===== src/ara_pkg.sv =====
// shared constants for the axis referencing and adjustment block
package ara_pkg;
  localparam int DATA_W = 32;
  localparam int ADDR_W = 8;
  // register byte offsets
  localparam logic [ADDR_W-1:0] OFS_CTRL = 8'h00;
  localparam logic [ADDR_W-1:0] OFS_ZERO_MARK = 8'h04;
  localparam logic [ADDR_W-1:0] OFS_COORD_SETTING = 8'h08;
  localparam logic [ADDR_W-1:0] OFS_ADJ_CMD = 8'h0C;
  localparam logic [ADDR_W-1:0] OFS_ADJ_OFFSET = 8'h10;
  localparam logic [ADDR_W-1:0] OFS_STATUS = 8'h14;
  localparam logic [ADDR_W-1:0] OFS_ACTUAL = 8'h18;
  localparam logic [ADDR_W-1:0] OFS_SETPOINT = 8'h1C;
  localparam logic [ADDR_W-1:0] OFS_CORR = 8'h20;
  // control register fields
  localparam int CTRL_TYPE_BIT = 0;
  localparam int CTRL_CAM_BIT = 1;
  localparam int CTRL_TRACK_BIT = 2;
  localparam int CTRL_EXT_COORD_BIT = 3;
  localparam int CTRL_LINEAR_BIT = 4;
  localparam int CTRL_SAVE_BIT = 5;
  localparam int CTRL_W = 5;
  localparam logic [CTRL_W-1:0] CTRL_RESET = 5'h00;
  // status register fields
  localparam int ST_ALARM_BIT = 0;
  localparam int ST_FAULT_BIT = 1;
  localparam int ST_VALID_BIT = 2;
  localparam int ST_EXT_ZM_BIT = 3;
  localparam int ST_DIST_CODED_BIT = 4;
  localparam int ST_LOST_BIT = 5;
  localparam int ST_REF_SET_BIT = 11;
  // adjustment command codes
  localparam logic [1:0] ADJ_IDLE = 2'h0;
  localparam logic [1:0] ADJ_START = 2'h2;
  localparam logic [1:0] ADJ_VALID = 2'h3;
  localparam int ZM_W = 8;
  localparam logic [ZM_W-1:0] ZM_RESET = 8'h00;
  localparam logic [DATA_W-1:0] COORD_RESET = 32'h0000_0000;
  // rotary encoder range in position units; restore range is half of it around zero
  localparam logic signed [DATA_W-1:0] ENC_RANGE = 32'sh0100_0000;
  localparam logic signed [DATA_W-1:0] RESTORE_HALF = ENC_RANGE >>> 2;
  localparam logic [1:0] MAX_OVERFLOWS = 2'h1;
endpackage


===== src/ara_axis_ref.sv =====
// axis referencing: set reference point, absolute encoder adjustment, apb registers
//
// Chosen here: the placing of the registers and the APB slave port.
`timescale 1ns/1ps
module ara_axis_ref
  import ara_pkg::*;
(
  input wire logic clock,
  input wire logic rstn,
  input wire logic psel,
  input wire logic penable,
  input wire logic pwrite,
  input wire logic [ADDR_W-1:0] paddr,
  input wire logic [DATA_W-1:0] pwdata,
  output logic [DATA_W-1:0] prdata,
  output logic pready,
  output logic pslverr,
  input wire logic [DATA_W-1:0] encoder_position,
  input wire logic encoder_overflow,
  input wire logic position_value_valid,
  input wire logic set_reference_point_input,
  input wire logic traverse_active,
  input wire logic intermediate_stop,
  input wire logic [DATA_W-1:0] reference_coordinate_input,
  input wire logic [DATA_W-1:0] position_setpoint_in,
  input wire logic zero_mark_distance_coded,
  input wire logic [DATA_W-1:0] nv_offset_in,
  input wire logic nv_adjusted_in,
  output logic [DATA_W-1:0] actual_position_value,
  output logic [DATA_W-1:0] position_setpoint,
  output logic position_correction_trigger,
  output logic [DATA_W-1:0] position_correction_value,
  output logic reference_point_set_flag,
  output logic save_adjustment_alarm,
  output logic reference_outside_range_fault,
  output logic approach_active_mode,
  output logic flying_referencing_mode,
  output logic use_reference_cam,
  output logic use_external_zero_mark,
  output logic zero_mark_source_valid,
  output logic nv_store,
  output logic [DATA_W-1:0] nv_offset_out,
  output logic nv_adjusted_out
);
  typedef struct packed {
    logic [CTRL_W-1:0] ctrl;
    logic [ZM_W-1:0] zero_mark_sel;
    logic [DATA_W-1:0] coord_setting;
    logic [1:0] adj_cmd;
    logic [DATA_W-1:0] ref_shift;
    logic [DATA_W-1:0] setpoint_shift;
    logic [1:0] overflows;
    logic ref_set;
    logic alarm;
    logic fault;
    logic lost;
    logic set_in_d;
    logic [DATA_W-1:0] actual;
    logic [DATA_W-1:0] setpoint;
    logic corr_trig;
    logic [DATA_W-1:0] corr_value;
    logic approach;
    logic flying;
    logic cam;
    logic ext_zm;
    logic zm_valid;
    logic nv_store;
    logic [DATA_W-1:0] nv_offset;
    logic nv_adjusted;
    logic [DATA_W-1:0] prdata;
    logic pready;
    logic pslverr;
  } ara_state_s;

  ara_state_s st;
  ara_state_s next_st;

  logic [DATA_W-1:0] img_offset;
  logic img_adjusted;
  logic img_loaded;

  ara_nv_image u_nv_image (
    .clock(clock),
    .rstn(rstn),
    .nv_offset_in(nv_offset_in),
    .nv_adjusted_in(nv_adjusted_in),
    .store(st.nv_store),
    .store_offset(st.nv_offset),
    .store_adjusted(st.nv_adjusted),
    .offset(img_offset),
    .adjusted(img_adjusted),
    .loaded(img_loaded)
  );

  logic [DATA_W-1:0] coord;
  logic [DATA_W-1:0] base_pos;
  logic [DATA_W-1:0] cur_actual;
  logic set_edge;
  logic set_allowed;
  logic in_restore;
  logic wr;
  logic rd_setup;
  logic [DATA_W-1:0] rdata;
  logic unmapped;
  logic [DATA_W-1:0] status_word;
  logic [DATA_W-1:0] new_offset;

  always_comb begin
    next_st = st;
    next_st.corr_trig = 1'b0;
    next_st.nv_store = 1'b0;

    // coordinate source: stored setting by default, controller on request
    coord = st.ctrl[CTRL_EXT_COORD_BIT] ? reference_coordinate_input
                                        : st.coord_setting;
    base_pos = encoder_position + img_offset;
    cur_actual = base_pos + st.ref_shift;

    // only an edge seen while preconditions hold acts; nothing is queued
    set_edge = set_reference_point_input && !st.set_in_d;
    set_allowed = (!traverse_active || intermediate_stop)
                  && position_value_valid;
    next_st.set_in_d = set_reference_point_input;

    // adjustment always works from the stored coordinate setting
    in_restore = ($signed(st.coord_setting) >= -RESTORE_HALF)
                 && ($signed(st.coord_setting) < RESTORE_HALF);
    new_offset = st.coord_setting - encoder_position;

    wr = psel && penable && st.pready && pwrite;
    rd_setup = psel && !penable;

    if (set_edge && set_allowed) begin
      // shift actual to the coordinate; setpoint follows by the same amount
      next_st.ref_shift = coord - base_pos;
      next_st.setpoint_shift = st.setpoint_shift + (coord - cur_actual);
      next_st.corr_trig = 1'b1;
      next_st.corr_value = coord - cur_actual;
      next_st.ref_set = 1'b1;
    end

    // overflow counting within the rotary restore range
    if (encoder_overflow && !st.ctrl[CTRL_LINEAR_BIT]
        && !st.ctrl[CTRL_TRACK_BIT]) begin
      if (st.overflows > MAX_OVERFLOWS) begin
        next_st.overflows = st.overflows;
      end else begin
        next_st.overflows = st.overflows + 2'h1;
      end
    end
    if (img_loaded && img_adjusted && !st.lost && st.overflows > MAX_OVERFLOWS) begin
      // too many overflows: adjustment is lost and the loss is stored
      next_st.lost = 1'b1;
      next_st.adj_cmd = ADJ_IDLE;
      next_st.ref_set = 1'b0;
      next_st.nv_store = 1'b1;
      next_st.nv_offset = img_offset;
      next_st.nv_adjusted = 1'b0;
    end

    // register writes
    if (wr) begin
      unique case (paddr)
        OFS_CTRL: begin
          next_st.ctrl = pwdata[CTRL_W-1:0];
          if (pwdata[CTRL_SAVE_BIT]) begin
            // save acknowledged by software clears the alarm
            next_st.alarm = 1'b0;
          end
        end
        OFS_ZERO_MARK: begin
          next_st.zero_mark_sel = pwdata[ZM_W-1:0];
        end
        OFS_COORD_SETTING: begin
          next_st.coord_setting = pwdata;
        end
        OFS_ADJ_CMD: begin
          if (pwdata[1:0] == ADJ_START) begin
            if (st.ctrl[CTRL_LINEAR_BIT] || in_restore) begin
              next_st.adj_cmd = ADJ_VALID;
              next_st.ref_set = 1'b1;
              next_st.alarm = 1'b1;
              next_st.fault = 1'b0;
              next_st.lost = 1'b0;
              next_st.overflows = 2'h0;
              next_st.ref_shift = '0;
              next_st.nv_store = 1'b1;
              next_st.nv_offset = new_offset;
              next_st.nv_adjusted = 1'b1;
            end else begin
              next_st.adj_cmd = ADJ_IDLE;
              next_st.fault = 1'b1;
            end
          end else begin
            next_st.adj_cmd = pwdata[1:0];
            next_st.fault = 1'b0;
          end
        end
        OFS_ADJ_OFFSET: begin
          next_st.nv_store = 1'b1;
          next_st.nv_offset = pwdata;
          next_st.nv_adjusted = img_adjusted;
        end
        default: begin
          next_st.ctrl = st.ctrl;
        end
      endcase
    end

    // an adjusted image restored at power-up marks the reference as set
    if (img_loaded && img_adjusted && st.adj_cmd == ADJ_IDLE && !st.lost
        && !st.fault) begin
      next_st.adj_cmd = ADJ_VALID;
      next_st.ref_set = 1'b1;
    end

    next_st.actual = cur_actual;
    next_st.setpoint = position_setpoint_in + st.setpoint_shift;
    next_st.approach = !st.ctrl[CTRL_TYPE_BIT];
    next_st.flying = st.ctrl[CTRL_TYPE_BIT];
    next_st.cam = !st.ctrl[CTRL_TYPE_BIT] && st.ctrl[CTRL_CAM_BIT];
    next_st.ext_zm = st.zero_mark_sel != ZM_RESET;
    next_st.zm_valid = !zero_mark_distance_coded;

    status_word = '0;
    status_word[ST_ALARM_BIT] = st.alarm;
    status_word[ST_FAULT_BIT] = st.fault;
    status_word[ST_VALID_BIT] = position_value_valid;
    status_word[ST_EXT_ZM_BIT] = st.ext_zm;
    status_word[ST_DIST_CODED_BIT] = !st.zm_valid;
    status_word[ST_LOST_BIT] = st.lost;
    status_word[ST_REF_SET_BIT] = st.ref_set;

    // read data and error decided in the setup cycle, answered next cycle
    unmapped = 1'b0;
    rdata = '0;
    unique case (paddr)
      OFS_CTRL: rdata = {{(DATA_W-CTRL_W){1'b0}}, st.ctrl};
      OFS_ZERO_MARK: rdata = {{(DATA_W-ZM_W){1'b0}}, st.zero_mark_sel};
      OFS_COORD_SETTING: rdata = st.coord_setting;
      OFS_ADJ_CMD: rdata = {{(DATA_W-2){1'b0}}, st.adj_cmd};
      OFS_ADJ_OFFSET: rdata = img_offset;
      OFS_STATUS: rdata = status_word;
      OFS_ACTUAL: rdata = st.actual;
      OFS_SETPOINT: rdata = st.setpoint;
      OFS_CORR: rdata = st.corr_value;
      default: unmapped = 1'b1;
    endcase
    next_st.pready = rd_setup;
    if (rd_setup) begin
      next_st.prdata = pwrite ? '0 : rdata;
      next_st.pslverr = unmapped || (pwrite && (paddr == OFS_STATUS
                        || paddr == OFS_ACTUAL || paddr == OFS_SETPOINT
                        || paddr == OFS_CORR));
    end else if (!psel) begin
      next_st.prdata = '0;
      next_st.pslverr = 1'b0;
    end
  end

  always_ff @(posedge clock or negedge rstn) begin
    if (!rstn) begin
      st <= '0;
    end else begin
      st <= next_st;
    end
  end

  assign prdata = st.prdata;
  assign pready = st.pready;
  assign pslverr = st.pslverr;
  assign actual_position_value = st.actual;
  assign position_setpoint = st.setpoint;
  assign position_correction_trigger = st.corr_trig;
  assign position_correction_value = st.corr_value;
  assign reference_point_set_flag = st.ref_set;
  assign save_adjustment_alarm = st.alarm;
  assign reference_outside_range_fault = st.fault;
  assign approach_active_mode = st.approach;
  assign flying_referencing_mode = st.flying;
  assign use_reference_cam = st.cam;
  assign use_external_zero_mark = st.ext_zm;
  assign zero_mark_source_valid = st.zm_valid;
  assign nv_store = st.nv_store;
  assign nv_offset_out = st.nv_offset;
  assign nv_adjusted_out = st.nv_adjusted;
endmodule


===== src/ara_nv_image.sv =====
// retained image of the adjustment offset and adjusted state
`timescale 1ns/1ps
module ara_nv_image
  import ara_pkg::*;
(
  input wire logic clock,
  input wire logic rstn,
  input wire logic [DATA_W-1:0] nv_offset_in,
  input wire logic nv_adjusted_in,
  input wire logic store,
  input wire logic [DATA_W-1:0] store_offset,
  input wire logic store_adjusted,
  output logic [DATA_W-1:0] offset,
  output logic adjusted,
  output logic loaded
);
  typedef struct packed {
    logic [DATA_W-1:0] offset;
    logic adjusted;
    logic loaded;
  } ara_nv_s;

  ara_nv_s st;
  ara_nv_s next_st;

  always_comb begin
    next_st = st;
    if (!st.loaded) begin
      // image is taken from the backing store once, after reset release
      next_st.offset = nv_offset_in;
      next_st.adjusted = nv_adjusted_in;
      next_st.loaded = 1'b1;
    end else if (store) begin
      next_st.offset = store_offset;
      next_st.adjusted = store_adjusted;
    end
  end

  always_ff @(posedge clock or negedge rstn) begin
    if (!rstn) begin
      st <= '0;
    end else begin
      st <= next_st;
    end
  end

  assign offset = st.offset;
  assign adjusted = st.adjusted;
  assign loaded = st.loaded;
endmodule


===== config.mk =====
export PLATFORM = sky130hd
export DESIGN_NAME = ara_axis_ref
export DESIGN_NICKNAME = d
export VERILOG_FILES = /design/src/ara_pkg.sv /design/src/ara_axis_ref.sv /design/src/ara_nv_image.sv
export SDC_FILE = /design/constraint.sdc
export NUM_CORES = 1
export LEC_CHECK = 0
export BUFFER_PORTS_ARGS = -buffer_cell sky130_fd_sc_hd__buf_2
export CAP_MARGIN = 40
export CORE_AREA = 5 5 337 339
export CTS_CLUSTER_SIZE = 30
export DETAILED_ROUTE_END_ITERATION = 16
export DIE_AREA = 0 0 342 344
export GPL_ROUTABILITY_DRIVEN = 0
export PLACE_DENSITY = 0.38
export SLEW_MARGIN = 20
export SYNTH_ARGS = -nofsm -noshare
export SYNTH_HDL_FRONTEND = slang
export SYNTH_HIERARCHICAL = 1
export SYNTH_SLANG_ARGS = --single-unit

===== constraint.sdc =====
create_clock -name clock -period 10 [get_ports clock]
set_input_delay 2 -clock clock [delete_from_list [all_inputs] [get_ports clock]]
set_output_delay 2 -clock clock [all_outputs]
set_load 0.01 [all_outputs]

**Word level (Yosys, flattened, before mapping)**

Index checks and enable logic that the tools add are counted.
W data, S select, Z words.

- Bits in registers: 322
- Bits of input ports: 180
- Logic and storage cells: 141

- Add/subtract/negate cells: 8
- Magnitude comparators: 3
- Equality and inequality tests: 14
- Mux-type cells: 42
- Reductions and logical operators: 44

Operators with widths:

| cell | count |
|---|---|
| $pmux W32 S9 | 1 |
| $mux W34 | 6 |
| $mux W32 | 6 |
| $add A32 B32 Y32 | 4 |
| $mux W33 | 3 |
| $sub A32 B32 Y32 | 3 |
| $pmux W34 S2 | 1 |
| $mux W64 | 1 |
| $eq A8 B5 Y1 const B | 4 |
| $ge A32 B23 Y1 const B | 1 |
| $lt A32 B24 Y1 const B | 1 |
| $logic_and A1 B1 Y1 | 18 |
| $eq A8 B4 Y1 const B | 2 |
| $mux W2 | 7 |
| $mux W1 | 12 |
| $logic_not A1 Y1 | 10 |
| $reduce_or A9 Y1 | 1 |
| $eq A8 B3 Y1 const B | 1 |
| $eq A8 B6 Y1 const B | 1 |
| $logic_not A8 Y1 | 1 |
| $mux W4 | 2 |
| $ne A2 B2 Y1 const B | 4 |
| $reduce_and A2 Y1 | 4 |
| $reduce_bool A8 Y1 | 1 |
| 11 further kinds | 16 |

**Logic depth before layout (Yosys ltp)**

- Word-level depth: 11
- Depth in mapped cells: 43
- Depth with buffers taken out: 43

**By module**

Netlist, hierarchy kept.

By module, submodules not included:

| module | times used | cells an instance | area each (µm²) |
|---|---|---|---|
| ara_axis_ref | 1 | 2725 | 23548.8 |
| ara_nv_image | 1 | 145 | 1580.3 |

**Worst setup path after synthesis**

Ideal clock, no wire load.

- Path kind: in2reg
- From: input encoder_position[0]
- To: register st[208] in the netlist's numbering
- Arrival time: 8.955 ns
- Data required time: 9.921 ns
- Setup slack: 0.965 ns
- Stages: 37
- Cell sequence: ha_1 -> fa_1 -> a21o_1 -> a21oi_1 -> o21bai_1 -> a21oi_1 -> xnor2_1 -> ha_1 -> or3_1 -> o21a_1 -> and2_1 -> o21ai_0 -> nand2b_1 -> a21o_1 -> a21o_1 -> xor2_1 -> inv_1 -> ha_1 -> and4_1 -> a221oi_1 -> nor2b_1 -> o21a_1 -> o41ai_1 -> xnor2_1 -> ha_1 -> nand2_1 -> or4_1 -> a21boi_0 -> a211oi_1 -> a31oi_1 -> nand4_1 -> nand3_1 -> a21o_1 -> a21oi_1 -> xnor3_1 -> nor2_1 -> xor2_1

- Cells in the longest elaborated chain, start to end: 4

Ends and longest elaborated chain:

| what | RTL line | source |
|---|---|---|
| start: declaration | ara_axis_ref.sv:18 | `input wire logic [DATA_W-1:0] encoder_position,` |
| $add A32 B32 Y32 | ara_axis_ref.sv:116 | `base_pos = encoder_position + img_offset;` |
| $add A32 B32 Y32 | ara_axis_ref.sv:117 | `cur_actual = base_pos + st.ref_shift;` |
| net cur_actual[11] | ara_axis_ref.sv:97 | `logic [DATA_W-1:0] cur_actual;` |
| $sub A32 B32 Y32 | ara_axis_ref.sv:136 | `next_st.setpoint_shift = st.setpoint_shift + (coord - cur_actual);` |
| $add A32 B32 Y32 | ara_axis_ref.sv:136 |  |
| end signal: assignment | ara_axis_ref.sv:265 | `st <= next_st;` |
| end: declaration | ara_axis_ref.sv:75 | `ara_state_s st;` |

The timed path passes the listed nets, and every way through them passes these cells.
A chain may end at the register's enable or synchronous reset.

**Final worst setup path**

Same ends and word-level chain as after synthesis.

==> impl_metrics.json <==
{
  "slew_headroom": 0.4067,
  "grt_pass1_vias": 21550,
  "holdBufCountCts": 0,
  "cts_resized": 0,
  "cpMaxStageDelayCell": "fa_1",
  "hpwl_mm": 83.91,
  "synth.top_cell.area_share": 0.3207,
  "min_from": "prdata[5]$_DFFE_PN0P_",
  "cp-end-kind": "register",
  "vias": 21410,
  "synth_commonest_cells": "nand2_1, dfrtp_1, a21oi_1, ha_1, o21ai_0",
  "ir_drop_mv": 0.1512,
  "syn-cell-area_mm2": 0.02513,
  "tightest_slew_ps": 890.0,
  "max_freq_ghz": 0.1079,
  "cts_tree": "done",
  "reg2reg_to": "st[208]$_DFFE_PN0P_",
  "drc_errors": 0,
  "grt_setup_unrepaired": "false",
  "start_util": 0.2283,
  "via_per_inst": 4.652,
  "finalSetupTns_ps": 0,
  "die_h_um": 344,
  "port_buffers": 352,
  "numCtsBuffers": 44,
  "grt_max_degree": 133,
  "clock_latency_ps": 600,
  "synth_edf_count": 0,
  "slew_viol_final": 0,
  "outcome": "finished clean",
  "antenna_left": 0,
  "cpPeakStageDelay_ps": 410,
  "reg2reg_depth": 40,
  "crit_start": "encoder_position[0]",
  "finalCritPeriodShare": 0.9265,
  "track_usage": 0.1718,
  "pin_count": 353,
  "place_area_mm2": 0.02761,
  "timing.rr.start": "u_nv_image/offset[0]$_DFFE_PN0P_",
  "crit_path_max_fanout": 6,
  "routed_wl_mm": 104.6,
  "yosys-top-cells-area": "dfrtp_1, ha_1, a21oi_1, nand2_1, buf_4",
  "p_leak_nw": 13.92,
  "clock-sinks": 322,
  "critical_path_class": "in -> reg",
  "avgSynthCellArea_um2": 8.756,
  "cp.arrival_ps": 9750,
  "synth_most_common_cell": "nand2_1",
  "hold_violations": 0,
  "final-setup-viol-count": 0,
  "path_clk_slew_ps": 60,
  "overflow": 0,
  "critPathRequiredTime_ps": 10480,
  "synth_ff_type": "dfrtp_1",
  "skew_ps": 29.90,
  "nets": 3473,
  "area_growth_pct": 15.58,
  "avgRoutedWirePerCell_um": 22.73,
  "drt_iter0_drc": 1461,
  "cp-endpoint": "st[208]$_DFFE_PN0P_",
  "placed_cells": 4507,
  "yosys.area.top_type": "dfrtp_1",
  "grt_first_pass_wirelength_mm": 149.9,
  "fin_cells": 4601,
  "dieArea_mm2": 0.1176,
  "post_cts_buffers": 0,
  "regToRegSetupSlack_ps": 1780,
  "drive_above_1_share": 0.1894,
  "ys_seq_area_frac": 0.3207,
  "critPathLaunchType": "input port",
  "core_mm2": 0.1101,
  "clk_path_buf_depth": 3,
  "rows": 122,
  "critical_path.most_common_cell": "a21o_1",
  "stdcell_area_mm2": 0.02904,
  "syn-num-nets": 3278,
  "antenna_found_initial": 28,
  "fin_crit_ps": 9265,
  "ys_warn_count": 6,
  "cap_viol_max_count": 0,
  "hold_path.class": "reg -> reg",
  "synth_cells": 2870,
  "yosysUniqueCellTypes": 83,
  "power_density_mw_per_mm2": 270.2,
  "htree_levels": 2,
  "ys_async_sr_fraction": 1.000,
  "hold_ws_ps": 476.9,
  "firstDrtPassIters": 8,
  "synth_seq_cells": 322,
  "cts_root_buf": "clkbuf_16",
  "die_x_um": 342
}
==> kinds of logic (layout without fill, tap and decap cells) <==
group,count (synthesis),count (layout),share of synthesized area
AOI/OAI and AO/OA,863,863,0.2186
xor gates and xnor gates,203,203,0.07245
adders and majority gates,228,228,0.1156
buffers and inverters,413,643,0.08853
DFF,322,322,0.3207
muxes,147,147,0.06244
other,1,14,0.0001492
and+or+nand+nor,693,693,0.1216
==> flip-flops by register name (all words and copies together), names as in the netlist, 32 cells and up <==
name	flops
u_nv_image/offset	32
st	114
prdata	32
position_correction_value	32
position_setpoint	32
actual_position_value	32
nv_offset_out	32
==> where the power goes <==
group	internal (W)	switching (W)	total (W)
Combinational	0.00178	0.00247	0.00426
Clock	0.000910	0.000678	0.00159
Sequential	0.00163	0.000365	0.00200
==> metal layers <==
metal	track usage	wire (um)	share of wire	vias to the layer above
met3	0.03828	6328	0.061	127
met1	0.2407	49810	0.48	10300
li1	-	-	-	10450
met2	0.2712	46370	0.44	511
met5	0	77	0.00074	-
met4	0.03850	1998	0.019	12
==> critical path: cells and delay by family <==
family	cells	cell delay, ps
fa+ha+maj	5	1610
compound gates	18	3040
simple gates	9	1850
buf+inv	4	490
xor+xnor	5	810
==> layout by cell type, fill, tap and decap left out, drive strengths merged, types with 16 or more instances in the layout <==
cell type	instances
a221oi	16
a31oi	18
clkbuf	60
nor3	26
nand2	333
nor2b	23
nand4	16
mux2i	69
o21ai	178
a21o	111
buf	400
a22oi	57
xor2	72
inv	164
nor2	159
o21bai	36
a21oi	286
a211oi	25
dfrtp	322
nand2b	30
nand3	40
o22ai	18
mux2	78
ha	221
xnor2	129
o21a	17
==> area by class of cell <==
type	count	area, um^2
fill	12040	81010
multi-input combinational	2135	14890
sequential	322	8061
timing repair buffer	400	2195
tap	1488	1862
clock buffer	60	1222
inverter	162	608.1
clock inverter	21	177.7
antenna	13	32.53
==> worst min path at each step <==
stage                                                    to  cells after the start  slack (ps)
after CTS                             prdata[5]$_DFFE_PN0P_                      1         480
final                                 prdata[5]$_DFFE_PN0P_                      1         480
after detailed placement              prdata[5]$_DFFE_PN0P_                      1         470
after floorplan           flying_referencing_mode$_DFF_PN0_                      0         410
after global placement    flying_referencing_mode$_DFF_PN0_                      0         460
after global routing                  prdata[2]$_DFFE_PN0P_                      1         490
==> through the flow <==
step,util,total power (W),setup WS (ps)
after floorplan,-,0.005136,965.5
after global routing,0.2637,0.008507,133.5
after CTS,0.2636,0.007954,748.7
after global placement,0.2501,0.006316,185.1
after detailed placement,0.2509,0.006279,124.3
final,0.2639,0.007846,734.7
Power figures use the tool's default switching activity.
